==> src/design/sdc_pkg.sv <==
// Shared constants and types for the converter status block.
// Assumes a 32-bit classic Wishbone slave with word-aligned registers.
package sdc_pkg;

  // Register indices; byte address is four times the index
  localparam logic [5:0] IDX_ENCLR  = 6'h04;
  localparam logic [5:0] IDX_ENSET  = 6'h05;
  localparam logic [5:0] IDX_FLAG   = 6'h06;
  localparam logic [5:0] IDX_SEQ    = 6'h08;
  localparam logic [5:0] IDX_CHSEL  = 6'h09;
  localparam logic [5:0] IDX_RESULT = 6'h0C;

  // Flag and enable bit positions
  localparam int N_FLAGS     = 4;
  localparam int FLG_RESULT_AVAIL = 0;
  localparam int FLG_OVERRUN      = 1;
  localparam int FLG_WINDOW       = 2;
  localparam int FLG_COUNT_WRAP   = 3;

  // Sequence status layout
  localparam int SEQ_BUSY_BIT = 7;
  localparam int SEQ_PTR_W    = 4;

  // Reset values
  localparam logic [N_FLAGS-1:0]   ENABLE_RST = 4'h0;
  localparam logic [N_FLAGS-1:0]   FLAG_RST   = 4'h0;
  localparam logic [7:0]           CHSEL_RST  = 8'h00;
  localparam logic [SEQ_PTR_W-1:0] SEQ_PTR_RST = 4'h0;

  // Events from the conversion core
  typedef struct packed {
    logic                 result_valid;
    logic [15:0]          result;
    logic                 seq_start;
    logic                 seq_last;
    logic [SEQ_PTR_W-1:0] seq_index;
    logic                 window_hit;
    logic                 count_wrap;
  } sdc_core_evt_t;

  // Sequence tracker states
  typedef enum logic {SEQ_IDLE, SEQ_RUN} sdc_seq_state_t;

  // Word address match against a register index
  function automatic logic sdc_hit(input logic [7:0] adr, input logic [5:0] idx);
    return adr == {idx, 2'b00};
  endfunction

endpackage

==> src/design/sdc_flag_bank.sv <==
// Bank of sticky flags, set by hardware, cleared by a strobe.
// Assumes set and clear strobes are one-cycle and synchronous.
`timescale 1ns/10ps
module sdc_flag_bank
  import sdc_pkg::*;
#(
  parameter int N = N_FLAGS
) (
  input  wire logic         clk_i,
  input  wire logic         rst_i,
  input  wire logic [N-1:0] set_i,
  input  wire logic [N-1:0] clr_i,
  output logic      [N-1:0] flags_o
);

  logic [N-1:0] flag_reg;
  logic [N-1:0] flag_next;

  genvar g;
  generate
    for (g = 0; g < N; g++) begin : g_flag
      // Set wins over a clear in the same cycle
      always_comb begin
        flag_next[g] = set_i[g] | (flag_reg[g] & ~clr_i[g]);
      end
    end
  endgenerate

  // Flag storage
  always_ff @(posedge clk_i or posedge rst_i) begin
    if (rst_i) begin
      flag_reg <= '0;
    end else begin
      flag_reg <= flag_next;
    end
  end

  assign flags_o = flag_reg;

endmodule

==> src/design/sdc_seq_track.sv <==
// Sequence busy bit and last-completed conversion pointer.
// Assumes start and done strobes are one-cycle pulses from the core.
`timescale 1ns/10ps
module sdc_seq_track
  import sdc_pkg::*;
(
  input  wire logic                 clk_i,
  input  wire logic                 rst_i,
  input  wire logic                 start_i,
  input  wire logic                 done_i,
  input  wire logic                 last_i,
  input  wire logic [SEQ_PTR_W-1:0] index_i,
  output logic                      busy_o,
  output logic      [SEQ_PTR_W-1:0] ptr_o
);

  sdc_seq_state_t       state_reg;
  sdc_seq_state_t       state_next;
  logic [SEQ_PTR_W-1:0] ptr_reg;
  logic [SEQ_PTR_W-1:0] ptr_next;

  // Busy from start until the final conversion; a new start wins
  always_comb begin
    state_next = state_reg;
    ptr_next   = ptr_reg;
    if (done_i) begin
      ptr_next = index_i;
    end
    case (state_reg)
      SEQ_IDLE: begin
        if (start_i) begin
          state_next = SEQ_RUN;
        end
      end
      SEQ_RUN: begin
        if (done_i && last_i && !start_i) begin
          state_next = SEQ_IDLE;
        end
      end
      default: begin
        state_next = SEQ_IDLE;
      end
    endcase
  end

  // State registers
  always_ff @(posedge clk_i or posedge rst_i) begin
    if (rst_i) begin
      state_reg <= SEQ_IDLE;
      ptr_reg   <= SEQ_PTR_RST;
    end else begin
      state_reg <= state_next;
      ptr_reg   <= ptr_next;
    end
  end

  assign busy_o = (state_reg == SEQ_RUN);
  assign ptr_o  = ptr_reg;

endmodule

==> src/design/sdc_status_top.sv <==
// Result flags, interrupt enables and sequence status of a converter.
// Assumes a classic Wishbone master on CLOCK_I and core event pulses.
//
// Function
// - New result while unread sets overrun flag
// - Write one clears overrun; zero leaves it
// - Result arrival sets result-available flag
// - Write one or result read clears it
// - Overrun and ready interrupt when flag and enable
// - Busy bit 7 set on start, cleared at last
// - Pointer bits 3:0 show last completed conversion
// - Enable clear register, write one clears enable
// - Window and overflow requests need set enable
`timescale 1ns/10ps
module sdc_status_top
  import sdc_pkg::*;
#(
  parameter int RES_W = 16
) (
  input  wire logic          CLOCK_I,
  input  wire logic          RST_I,
  input  wire logic          CYC_I,
  input  wire logic          STB_I,
  input  wire logic          WE_I,
  input  wire logic [7:0]    ADR_I,
  input  wire logic [3:0]    SEL_I,
  input  wire logic [31:0]   DAT_I,
  output logic      [31:0]   DAT_O,
  output logic               ACK_O,
  input  wire sdc_core_evt_t CORE_EVT_I,
  output logic      [7:0]    CHANNEL_SEL_O,
  output logic               IRQ_O
);

  // Bus handshake state
  logic        ack_reg;
  logic        ack_next;
  logic [31:0] dat_reg;
  logic [31:0] dat_next;

  // Access strobes, valid at the edge where the master sees ack
  logic acc;
  logic wr_acc;
  logic rd_acc;
  logic lane0;

  // Register write strobes and the result read strobe
  logic wr_enclr;
  logic wr_enset;
  logic wr_flag;
  logic wr_chsel;
  logic rd_result;

  // Software-visible storage
  logic [N_FLAGS-1:0] enable_reg;
  logic [N_FLAGS-1:0] enable_next;
  logic [7:0]         chsel_reg;
  logic [7:0]         chsel_next;
  logic [RES_W-1:0]   result_reg;
  logic [RES_W-1:0]   result_next;
  logic               irq_reg;
  logic               irq_next;

  // Flag bank connections
  logic [N_FLAGS-1:0] flag_set;
  logic [N_FLAGS-1:0] flag_clr;
  logic [N_FLAGS-1:0] flags;
  logic [N_FLAGS-1:0] flags_after;

  // Sequence tracker connections
  logic                 seq_busy;
  logic [SEQ_PTR_W-1:0] seq_ptr;
  logic [7:0]           seq_status;

  // Bus access decode
  always_comb begin
    acc       = CYC_I & STB_I & ack_reg;
    wr_acc    = acc & WE_I;
    rd_acc    = acc & ~WE_I;
    lane0     = SEL_I[0];
    wr_enclr  = wr_acc & lane0 & sdc_hit(ADR_I, IDX_ENCLR);
    wr_enset  = wr_acc & lane0 & sdc_hit(ADR_I, IDX_ENSET);
    wr_flag   = wr_acc & lane0 & sdc_hit(ADR_I, IDX_FLAG);
    wr_chsel  = wr_acc & lane0 & sdc_hit(ADR_I, IDX_CHSEL);
    rd_result = rd_acc & sdc_hit(ADR_I, IDX_RESULT);
  end

  // Ack one cycle after the request, dropped the cycle after
  always_comb begin
    ack_next = CYC_I & STB_I & ~ack_reg;
  end

  // Read data is captured together with ack
  always_comb begin
    dat_next = 32'h0000_0000;
    if (CYC_I && STB_I && !ack_reg && !WE_I) begin
      if (sdc_hit(ADR_I, IDX_ENCLR) || sdc_hit(ADR_I, IDX_ENSET)) begin
        dat_next[N_FLAGS-1:0] = enable_reg;
      end else if (sdc_hit(ADR_I, IDX_FLAG)) begin
        dat_next[N_FLAGS-1:0] = flags;
      end else if (sdc_hit(ADR_I, IDX_SEQ)) begin
        dat_next[7:0] = seq_status;
      end else if (sdc_hit(ADR_I, IDX_CHSEL)) begin
        dat_next[7:0] = chsel_reg;
      end else if (sdc_hit(ADR_I, IDX_RESULT)) begin
        dat_next[RES_W-1:0] = result_reg;
      end else begin
        dat_next = 32'h0000_0000;
      end
    end
  end

  // Bus registers
  always_ff @(posedge CLOCK_I or posedge RST_I) begin
    if (RST_I) begin
      ack_reg <= 1'b0;
      dat_reg <= 32'h0000_0000;
    end else begin
      ack_reg <= ack_next;
      dat_reg <= dat_next;
    end
  end

  // Interrupt enables: set and clear views of one register
  always_comb begin
    enable_next = enable_reg;
    if (wr_enset) begin
      enable_next = enable_reg | DAT_I[N_FLAGS-1:0];
    end
    if (wr_enclr) begin
      enable_next = enable_reg & ~DAT_I[N_FLAGS-1:0];
    end
  end

  // Channel select and result holding register
  always_comb begin
    chsel_next  = chsel_reg;
    result_next = result_reg;
    if (wr_chsel) begin
      chsel_next = DAT_I[7:0];
    end
    if (CORE_EVT_I.result_valid) begin
      result_next = CORE_EVT_I.result[RES_W-1:0];
    end
  end

  // Flag set sources from the core
  always_comb begin
    flag_set              = '0;
    flag_set[FLG_RESULT_AVAIL] = CORE_EVT_I.result_valid;
    flag_set[FLG_OVERRUN]      = CORE_EVT_I.result_valid & flags[FLG_RESULT_AVAIL] &
                                 ~rd_result;
    flag_set[FLG_WINDOW]       = CORE_EVT_I.window_hit;
    flag_set[FLG_COUNT_WRAP]   = CORE_EVT_I.count_wrap;
  end

  // Flag clears: write one, or result read for ready
  always_comb begin
    flag_clr = '0;
    if (wr_flag) begin
      flag_clr = DAT_I[N_FLAGS-1:0];
    end
    if (rd_result) begin
      flag_clr[FLG_RESULT_AVAIL] = 1'b1;
    end
  end

  // Sticky interrupt flags
  sdc_flag_bank #(
    .N (N_FLAGS)
  ) u_flags (
    .clk_i   (CLOCK_I),
    .rst_i   (RST_I),
    .set_i   (flag_set),
    .clr_i   (flag_clr),
    .flags_o (flags)
  );

  // Sequence busy and pointer
  sdc_seq_track u_seq (
    .clk_i   (CLOCK_I),
    .rst_i   (RST_I),
    .start_i (CORE_EVT_I.seq_start),
    .done_i  (CORE_EVT_I.result_valid),
    .last_i  (CORE_EVT_I.seq_last),
    .index_i (CORE_EVT_I.seq_index),
    .busy_o  (seq_busy),
    .ptr_o   (seq_ptr)
  );

  // Status byte: busy on top, pointer at the bottom
  always_comb begin
    seq_status                  = 8'h00;
    seq_status[SEQ_BUSY_BIT]    = seq_busy;
    seq_status[SEQ_PTR_W-1:0]   = seq_ptr;
  end

  // Interrupt from the flag and enable values of the next cycle
  always_comb begin
    flags_after = flag_set | (flags & ~flag_clr);
    irq_next    = |(flags_after & enable_next);
  end

  // Control registers
  always_ff @(posedge CLOCK_I or posedge RST_I) begin
    if (RST_I) begin
      enable_reg <= ENABLE_RST;
      chsel_reg  <= CHSEL_RST;
      result_reg <= '0;
      irq_reg    <= 1'b0;
    end else begin
      enable_reg <= enable_next;
      chsel_reg  <= chsel_next;
      result_reg <= result_next;
      irq_reg    <= irq_next;
    end
  end

  assign ACK_O         = ack_reg;
  assign DAT_O         = dat_reg;
  assign CHANNEL_SEL_O = chsel_reg;
  assign IRQ_O         = irq_reg;

endmodule

==> config.mk <==
export PLATFORM = sky130hd
export DESIGN_NAME = sdc_status_top
export DESIGN_NICKNAME = d
export VERILOG_FILES = /design/src/design/sdc_pkg.sv /design/src/design/sdc_flag_bank.sv /design/src/design/sdc_seq_track.sv /design/src/design/sdc_status_top.sv
export SDC_FILE = /design/constraint.sdc
export NUM_CORES = 1
export LEC_CHECK = 0
export ABC_AREA = 0
export ABC_CLOCK_PERIOD_IN_PS = 2400
export BUFFER_PORTS_ARGS = -buffer_cell sky130_fd_sc_hd__buf_4
export CORE_MARGIN = 4
export CORE_UTILIZATION = 46
export DETAILED_ROUTE_END_ITERATION = 8
export HOLD_SLACK_MARGIN = 0.02
export PLACE_DENSITY = 0.79
export SETUP_SLACK_MARGIN = 0.15
export SYNTH_ARGS = -nofsm -noshare
export SYNTH_HDL_FRONTEND = slang
export SYNTH_SLANG_ARGS = --single-unit
==> constraint.sdc <==
create_clock -name CLOCK_I -period 2.4 [get_ports CLOCK_I]
set_clock_uncertainty 0.2 [all_clocks]
set_input_delay 0.12 -clock CLOCK_I [delete_from_list [all_inputs] [get_ports CLOCK_I]]
set_output_delay 0.12 -clock CLOCK_I [all_outputs]
set_load 0.01 [all_outputs]
==> results_tabular.tex, run 1 <==
\begin{tabular}{lr}
\hline
Metric & Value \\
\hline
\multicolumn{2}{l}{\textbf{Run status}} \\
\quad Result of the run & complete, no violations \\
\multicolumn{2}{l}{\textbf{STA}} \\
\quad RSZ-0062 raised after global routing & false \\
\quad Max Transition Viols Final & 0 \\
\quad Worst hold slack & about 0.085 ns \\
\quad FMAX & 458 MHz \\
\quad Tightest slew margin relative to the limit & 0.571 \\
\quad Endpoints failing hold & 0 \\
\quad Setup\_tns & 0 ns \\
\quad Slew of the pin with the lowest slew margin & between 0.6 and 0.7 ns \\
\quad Period utilisation layout & 0.910 \\
\quad Shortest clock period the worst path allows after layout & roughly 2.2 ns \\
\quad Final setup violation count & 0 \\
\multicolumn{2}{l}{\textbf{Final layout}} \\
\quad Fraction of final layout cells sized beyond drive strength 1 & 0.389 \\
\quad Post-route insts no fill & just over 400 \\
\quad Final-stage net count & approximately 410 \\
\quad Diode count & 0 \\
\quad Fill count & $\sim$390 \\
\quad Final Instance Area & roughly 3600 um2 \\
\quad Growth of design area from synthesis to finish & 43.1\% \\
\multicolumn{2}{l}{\textbf{Clocking}} \\
\quad \# Post-CTS Setup Buffers & 0 \\
\quad CTS tree & done \\
\quad Clock sink count & 55 \\
\quad Num CTS Buffers & 5 \\
\quad Number of levels the H-tree was split into & 2 \\
\quad Root buf cell & clkbuf\_8 \\
\quad Reg clk slew, reported paths & approximately 0.1 ns \\
\quad Maximum root-to-sink buffer count & 2 \\
\quad Latest clock arrival within the worst-skew pair & around 0.31 ns \\
\multicolumn{2}{l}{\textbf{Placed design}} \\
\quad IO Port Bufs & 72 \\
\quad Routability congestion estimate from global placement & between 0.8 and 0.9 \\
\quad Estimated wirelength of the detail-placed design & between 4000 and 5000 um \\
\quad Number of placed cells counting well taps & roughly 360 \\
\quad Instance area at placement & around 3100 um2 \\
\multicolumn{2}{l}{\textbf{Worst setup path}} \\
\quad Count of buffering cells on the critical path with inverters included & 0 \\
\quad Worst-path fanout max & 2 \\
\quad Crit path cell chain & nand3\_1 -> or4\_4 -> or3b\_1 -> a32oi\_2 -> o221ai\_1 \\
\quad Endpoint kind of the worst setup timing path & flip-flop \\
\quad Kind of cell adding the most delay to the critical path & simple AND/OR/NAND/NOR gates \\
\quad CP startpoint kind & flip-flop \\
\quad Delay contributed by the slowest stage of the critical path & 0.54 ns \\
\quad Slowest stage cell on the critical path & or4\_4 \\
\quad Data arrival at the endpoint of the critical path & $\sim$2.2 ns \\
\quad Type of the worst setup path & flip-flop to flip-flop \\
\quad Worst path required time & 2.38 ns \\
\multicolumn{2}{l}{\textbf{Global route}} \\
\quad Antenna violations before repair & 0 \\
\quad Vias in the first global route & roughly 2200 \\
\quad GRT Resource Usage Total & 0.203 \\
\quad Pin count of the biggest net entering global routing & 37 \\
\quad First-pass GRT wire length & about 10000 um \\
\quad Grt total ovfl & 0 \\
\multicolumn{2}{l}{\textbf{Drt}} \\
\quad Wire length reported by the detailed router & between 6000 and 7000 um \\
\quad Number of violations reported at the end of detailed-routing iteration 0 & about 150 \\
\quad Residual DRC & 0 \\
\quad Vias after detailed routing & $\sim$2100 \\
\quad Pre-Repair DR Iteration Count & 4 \\
\quad Average routed wire per standard cell & 15.3 um \\
\quad Post-route ant nets & 0 \\
\quad Routed via count divided by cell count & 5.09 \\
\multicolumn{2}{l}{\textbf{Floorplanning}} \\
\quad Floorplan Core Area & between 5000 and 6000 um2 \\
\quad Height of the die & 81.9 um \\
\quad \# IOs & about 120 \\
\quad X dimension of the die & about 80 um \\
\quad FP Rows & 26 \\
\quad Area of the die & approximately 6700 um2 \\
\quad Initial core utilization & 0.483 \\
\multicolumn{2}{l}{\textbf{Synth}} \\
\quad Post-Synthesis Mean Instance Area & around 12 um2 \\
\quad Yosys warning count & 0 \\
\quad Mapped cell area & 2510 um2 \\
\quad Sequential area share after synthesis & 0.548 \\
\quad Count of different cell masters after synthesis & 38 \\
\quad Flip-flop and latch count after synthesis & 55 \\
\quad Synth Instances & roughly 220 \\
\multicolumn{2}{l}{\textbf{Min path}} \\
\quad Hold crit path type & primary input to flip-flop \\
\multicolumn{2}{l}{\textbf{Pwr}} \\
\quad Power density cells & between 400 and 500 nW/um2 \\
\quad Largest voltage drop on the vdd net & around 0.00044 V \\
\quad Leakage power figure & roughly 1.7 nW \\
\multicolumn{2}{l}{\textbf{Flow run}} \\
\quad MaxCap Viol Count & 0 \\
\hline
\end{tabular}
-- final timing paths --
check | start | end | slack, ns | cells past startpoint
worst min-delay path | CYC_I | DAT_O[1] | 0.09 | 5
worst max register to register | ACK_O | IRQ_O | 0.22 | 5
min in group asynchronous | RST_I | DAT_O[1] | 0.20 | 4
worst min register to register | result_reg[14] | DAT_O[14] | 0.28 | 1
max in group asynchronous | RST_I | DAT_O[5] | 1.40 | 4
worst max-delay path | ACK_O | IRQ_O | 0.22 | 5
-- through the flow --
stage	util	total power, mW	setup WS [ns]
CTS	0.690	1.76	0.166
global placement	0.601	1.20	-0.0207
floorplan	-	1.12	0.204
finish	0.691	1.75	0.215
detailed placement	0.601	1.20	-0.115
global route	0.691	1.82	0.152
-- metal layers --
metal  up-vias  GRT usage  share of wire  wire, um
li1        968          -              -         -
met1      1000      0.256           0.39      2410
met2        82      0.353           0.51      3160
met3         5     0.0417          0.087       535
met4         0     0.0565          0.012        73
met5         -          0              0         0
-- cell usage in the layout, fill, tap and decap left out, types with 2 or more instances in the layout --
master	n
nor2b_1	3
nand3_1	6
or2_2	3
conb_1	16
a22oi_1	4
inv_1	5
and2_1	9
clkbuf_8	5
mux2i_1	7
nor2_1	9
nand2_1	14
buf_4	83
o21ai_0	12
dfrtp_1	55
or4_4	2
a221oi_1	4
nand2b_1	2
o31ai_1	4
and3_1	2
clkinv_4	2
dlygate4sd3_1	37
nor4_1	4
mux2_2	30
-- synth_stat cells (all sizes together) --
cell type  number  area (um2)
a21boi          1        7.51
nand2          14        52.6
a22oi           4        30.0
a21o            1        7.51
a21oi           1        5.00
nor4            4        25.0
a221oi          4        35.0
o21ai          12        60.1
nor2b           3        18.8
conb            1        3.75
a32oi           1        8.76
and3            2        12.5
nor2            9        33.8
nand2b          2        12.5
mux2i           7        70.1
nor3            1        5.00
or4bb           1        11.3
or3b            2        17.5
nand4b          1        8.76
nor3b           1        7.51
o221ai          1        8.76
o22a            1        10.0
or4             2        18.8
mux2           30         338
clkbuf          6        22.5
nand3           6        30.0
inv             6        22.5
or2             3        18.8
buf            19         133
dfrtp          55        1380
and2           10        63.8
a41oi           1        8.76
o31ai           4        30.0
-- tightest hold or removal path, stage by stage --
cell,delay (ns)
buf_4,0.12
nand2_1,0.07
nor3_1,0.10
o21ai_0,0.10
a221oi_1,0.05
-- cells by family (layout without fill, tap and decap cells) --
| family | Yosys count | after routing | synth area share |
|---|---|---|---|
| buf+inv | 31 | 134 | 0.0707 |
| mux | 37 | 37 | 0.162 |
| compound gates | 31 | 31 | 0.0841 |
| other cells | 1 | 16 | 0.00149 |
| simple gates | 61 | 61 | 0.134 |
| flops | 55 | 55 | 0.548 |
-- report_power, final --
| group | switching [mW] | internal (mW) | total (mW) |
|---|---|---|---|
| registers | 0.0173 | 0.962 | 0.980 |
| clock network | 0.305 | 0.210 | 0.515 |
| logic | 0.107 | 0.147 | 0.254 |
| total | 0.429 | 1.32 | 1.75 |
-- what timing repair did --
action                                 4_1_cts  5_1_grt
setup endpoints to repair                    0        1
gates resized for setup                      0        1
hold buffers                                37        0
endpoints found under the hold margin       95        0
-- layout make-up --
type                            instances  area [um2]  area share
Timing Repair Buffer                  120         993       0.276
Tap cell                               70        87.6      0.0243
Inverter                                6        22.5     0.00626
Clock buffer                            6        72.6      0.0202
Multi-Input combinational cell        145        1030       0.286
Clock inverter                          2        17.5     0.00487
Sequential cell                        55        1380       0.383
No activity file was read; power rests on OpenSTA's default activity.
==> run 2, diff against run 1 <==
--- a/config.mk
+++ b/config.mk
@@ -7,7 +7,7 @@
 export LEC_CHECK = 0
 export ABC_AREA = 0
 export ABC_CLOCK_PERIOD_IN_PS = 2400
-export BUFFER_PORTS_ARGS = -buffer_cell sky130_fd_sc_hd__buf_4
+export BUFFER_PORTS_ARGS = -buffer_cell sky130_fd_sc_hd__buf_2
 export CORE_MARGIN = 4
 export CORE_UTILIZATION = 46
 export DETAILED_ROUTE_END_ITERATION = 8
==> results_tabular.tex, run 2 (synthesis gave the netlist of run 1 again) <==
\begin{tabular}{lr}
\hline
Metric & Value \\
\hline
\multicolumn{2}{l}{\textbf{Drt}} \\
\quad Routed via count divided by cell count & 5.12 (was 5.09) \\
\quad Residual DRC & 0 (unchanged) \\
\quad Pre-Repair DR Iteration Count & 4 (unchanged) \\
\quad Average routed wire per standard cell & 15.7 um (was 15.3 um) \\
\quad Vias after detailed routing & 2069 (was 2055) \\
\quad Number of violations reported at the end of detailed-routing iteration 0 & 132 (was 146) \\
\quad Wire length reported by the detailed router & 6330 um (was 6180 um) \\
\quad Post-route ant nets & 0 (unchanged) \\
\multicolumn{2}{l}{\textbf{Pwr}} \\
\quad Part of the power in combinational logic & 0.124 (was 0.145) \\
\quad Sequential cell fraction of total power & 0.528 (was 0.560) \\
\quad Largest voltage drop on the vdd net & 0.000435 V (was 0.000436 V) \\
\quad Power dissipated by switching net loads & 0.426 mW (was 0.429 mW) \\
\quad Leakage power figure & 1.70 nW (was 1.72 nW) \\
\quad Switching share of total power & 0.230 (was 0.245) \\
\quad Cell internal pwr & 1.43 mW (was 1.32 mW) \\
\quad Power density cells & 539 nW/um2 (was 486 nW/um2) \\
\quad Part of the power in the clock network & 0.348 (was 0.295) \\
\multicolumn{2}{l}{\textbf{Min path}} \\
\quad Hold crit path type & primary input to flip-flop (unchanged) \\
\quad Hold Path Origin & WE\_I (was CYC\_I) \\
\quad Worst hold endpoint & DAT\_O[0] (was DAT\_O[1]) \\
\quad Min-Delay Path Depth & 4 (was 5) \\
\multicolumn{2}{l}{\textbf{Floorplanning}} \\
\quad Initial core utilization & 0.483 (unchanged) \\
\quad FP Rows & 26 (unchanged) \\
\quad Floorplan Core Area & 5200 um2 (unchanged) \\
\quad \# IOs & 116 (unchanged) \\
\quad Height of the die & 81.9 um (unchanged) \\
\quad X dimension of the die & 81.9 um (unchanged) \\
\quad Area of the die & 6710 um2 (unchanged) \\
\multicolumn{2}{l}{\textbf{STA}} \\
\quad Shortest clock period the worst path allows after layout & 2.15 ns (was 2.18 ns) \\
\quad Final setup violation count & 0 (unchanged) \\
\quad Period utilisation layout & 0.895 (was 0.910) \\
\quad RSZ-0062 raised after global routing & false (unchanged) \\
\quad Endpoints failing hold & 0 (unchanged) \\
\quad FMAX & 466 MHz (was 458 MHz) \\
\quad Slew of the pin with the lowest slew margin & 0.621 ns (was 0.639 ns) \\
\quad Tightest slew margin relative to the limit & 0.583 (was 0.571) \\
\quad Setup\_tns & 0 ns (unchanged) \\
\quad Worst hold slack & 0.0522 ns (was 0.0851 ns) \\
\quad Max Transition Viols Final & 0 (unchanged) \\
\multicolumn{2}{l}{\textbf{Worst setup path}} \\
\quad Worst path required time & 2.40 ns (was 2.38 ns) \\
\quad Register-to-register path setup slack & 0.30 ns (was 0.22 ns) \\
\quad Launching point of the worst reg2reg path & ACK\_O (unchanged) \\
\quad Slowest stage cell on the critical path & dlygate4sd3\_1 (was or4\_4) \\
\quad Reg-to-reg endpoint & u\_flags.flags\_o[2] (was IRQ\_O) \\
\quad Endpoint kind of the worst setup timing path & flip-flop (unchanged) \\
\quad Data arrival at the endpoint of the critical path & 2.15 ns (was 2.16 ns) \\
\quad Crit path cell chain & dlygate4sd3\_1 -> buf\_2 -> nand3\_1 -> or4\_4 -> o22a\_2 -> dlygate4sd3\_1 (was nand3\_1 -> or4\_4 -> or3b\_1 -> a32oi\_2 -> o221ai\_1) \\
\quad CP startpoint kind & primary input (was flip-flop) \\
\quad Worst-path fanout max & 3 (was 2) \\
\quad Count of buffering cells on the critical path with inverters included & 3 (was 0) \\
\quad Kind of cell adding the most delay to the critical path & buffers and inverters (was simple AND/OR/NAND/NOR gates) \\
\quad Delay contributed by the slowest stage of the critical path & 0.55 ns (was 0.54 ns) \\
\quad Cells on worst reg2reg path & 4 (was 5) \\
\quad Most frequent cell on the critical path & dlygate4sd3\_1 \\
\quad Type of the worst setup path & primary input to flip-flop (was flip-flop to flip-flop) \\
\multicolumn{2}{l}{\textbf{Global route}} \\
\quad GRT Resource Usage Total & 0.205 (was 0.203) \\
\quad First-pass GRT wire length & 10400 um (was 10300 um) \\
\quad Pin count of the biggest net entering global routing & 27 (was 37) \\
\quad Grt total ovfl & 0 (unchanged) \\
\quad Antenna violations before repair & 0 (unchanged) \\
\quad Vias in the first global route & 2179 (was 2157) \\
\multicolumn{2}{l}{\textbf{Clocking}} \\
\quad Number of levels the H-tree was split into & 2 (unchanged) \\
\quad Clock sink count & 55 (unchanged) \\
\quad \# Post-CTS Setup Buffers & 0 (unchanged) \\
\quad Latest clock arrival within the worst-skew pair & 0.31 ns (about the same) \\
\quad CTS tree & done (unchanged) \\
\quad Root buf cell & clkbuf\_8 (unchanged) \\
\quad Maximum root-to-sink buffer count & 2 (unchanged) \\
\quad Num CTS Buffers & 5 (unchanged) \\
\quad Reg clk slew, reported paths & 0.10 ns (about the same) \\
\multicolumn{2}{l}{\textbf{Placed design}} \\
\quad IO Port Bufs & 72 (unchanged) \\
\quad Routability congestion estimate from global placement & 0.843 (was 0.851) \\
\quad Estimated wirelength of the detail-placed design & 4400 um (was 4270 um) \\
\multicolumn{2}{l}{\textbf{Final layout}} \\
\quad Growth of design area from synthesis to finish & 36.9\% (was 43.1\%) \\
\quad Final-stage net count & 407 (unchanged) \\
\quad Diode count & 0 (unchanged) \\
\quad Highest-count cells in the layout ignoring fill and taps & buf\_2 (72), dfrtp\_1 (55), dlygate4sd3\_1 (37) (was buf\_4 (83), dfrtp\_1 (55), dlygate4sd3\_1 (37)) \\
\quad Most common cell after layout, fill and taps aside & buf\_2 (was buf\_4) \\
\quad Fraction of final layout cells sized beyond drive strength 1 & 0.389 (unchanged) \\
\multicolumn{2}{l}{\textbf{Flow run}} \\
\quad MaxCap Viol Count & 0 (unchanged) \\
\multicolumn{2}{l}{\textbf{Run status}} \\
\quad Result of the run & complete, no violations (unchanged) \\
\hline
\end{tabular}
## run 2: power by group through the flow
stage,Sequential [mW],Combinational (mW),Clock (mW)
global route,0.985,0.258,0.694
detailed placement,0.999,0.182,0
floorplan,0.994,0.124,0
finish,0.980,0.231,0.645
CTS,0.980,0.228,0.656
global placement,0.996,0.177,0
## run 2: layout make-up
type                    count  area (um2)
clock buffers               6        82.6
clock inverters             2        38.8
fillers                   409        1760
inverters                   6        22.5
multi-input cells         145        1020
flip-flops and latches     55        1380
well taps                  70        87.6
repair buffers            120         813
## run 2: stage by stage
stage	power [mW]	setup WS, ns	area (um2)	util	cells
after floorplan	1.12	0.204	2580	-	231
after global placement	1.17	-0.00308	2950	0.567	359
after detailed placement	1.18	-0.0208	2950	0.567	359
after CTS	1.86	0.210	3440	0.661	404
after global routing	1.94	0.156	3440	0.661	404
final	1.86	0.252	3440	0.661	404
## run 2: metal layers
layer | GRT usage | vias to the layer above | share of wire
met5 | 0 | - | 0
met4 | 0.0615 | 0 | 0.015
met3 | 0.0461 | 10 | 0.089
met2 | 0.362 | 93 | 0.51
met1 | 0.249 | 1005 | 0.38
li1 | - | 961 | -
## run 2: worst min-delay path, delay by kind of cell
| kind | cells | cell delay, ns |
|---|---|---|
| AOI/OAI and AO/OA | 2 | 0.15 |
| buffers and inverters | 1 | 0.13 |
| and+or+nand+nor | 1 | 0.13 |
## run 2: repair_timing
item,CTS,global route
resized for setup,0,0
hold buffers,37,0
endpoints found under the hold margin,95,0
endpoints found under the setup margin,0,1
## run 2: worst max-delay path by stage
stage                   from                 end  slack (ns)  depth (start not counted)
global route           STB_I               IRQ_O        0.16                          7
CTS                    STB_I               IRQ_O        0.21                          7
detailed placement  ADR_I[2]               IRQ_O       -0.02                          6
finish                 STB_I  u_flags.flags_o[2]        0.25                          6
global placement    ADR_I[2]               IRQ_O      -0.003                          6
floorplan           ADR_I[1]               IRQ_O        0.20                          6
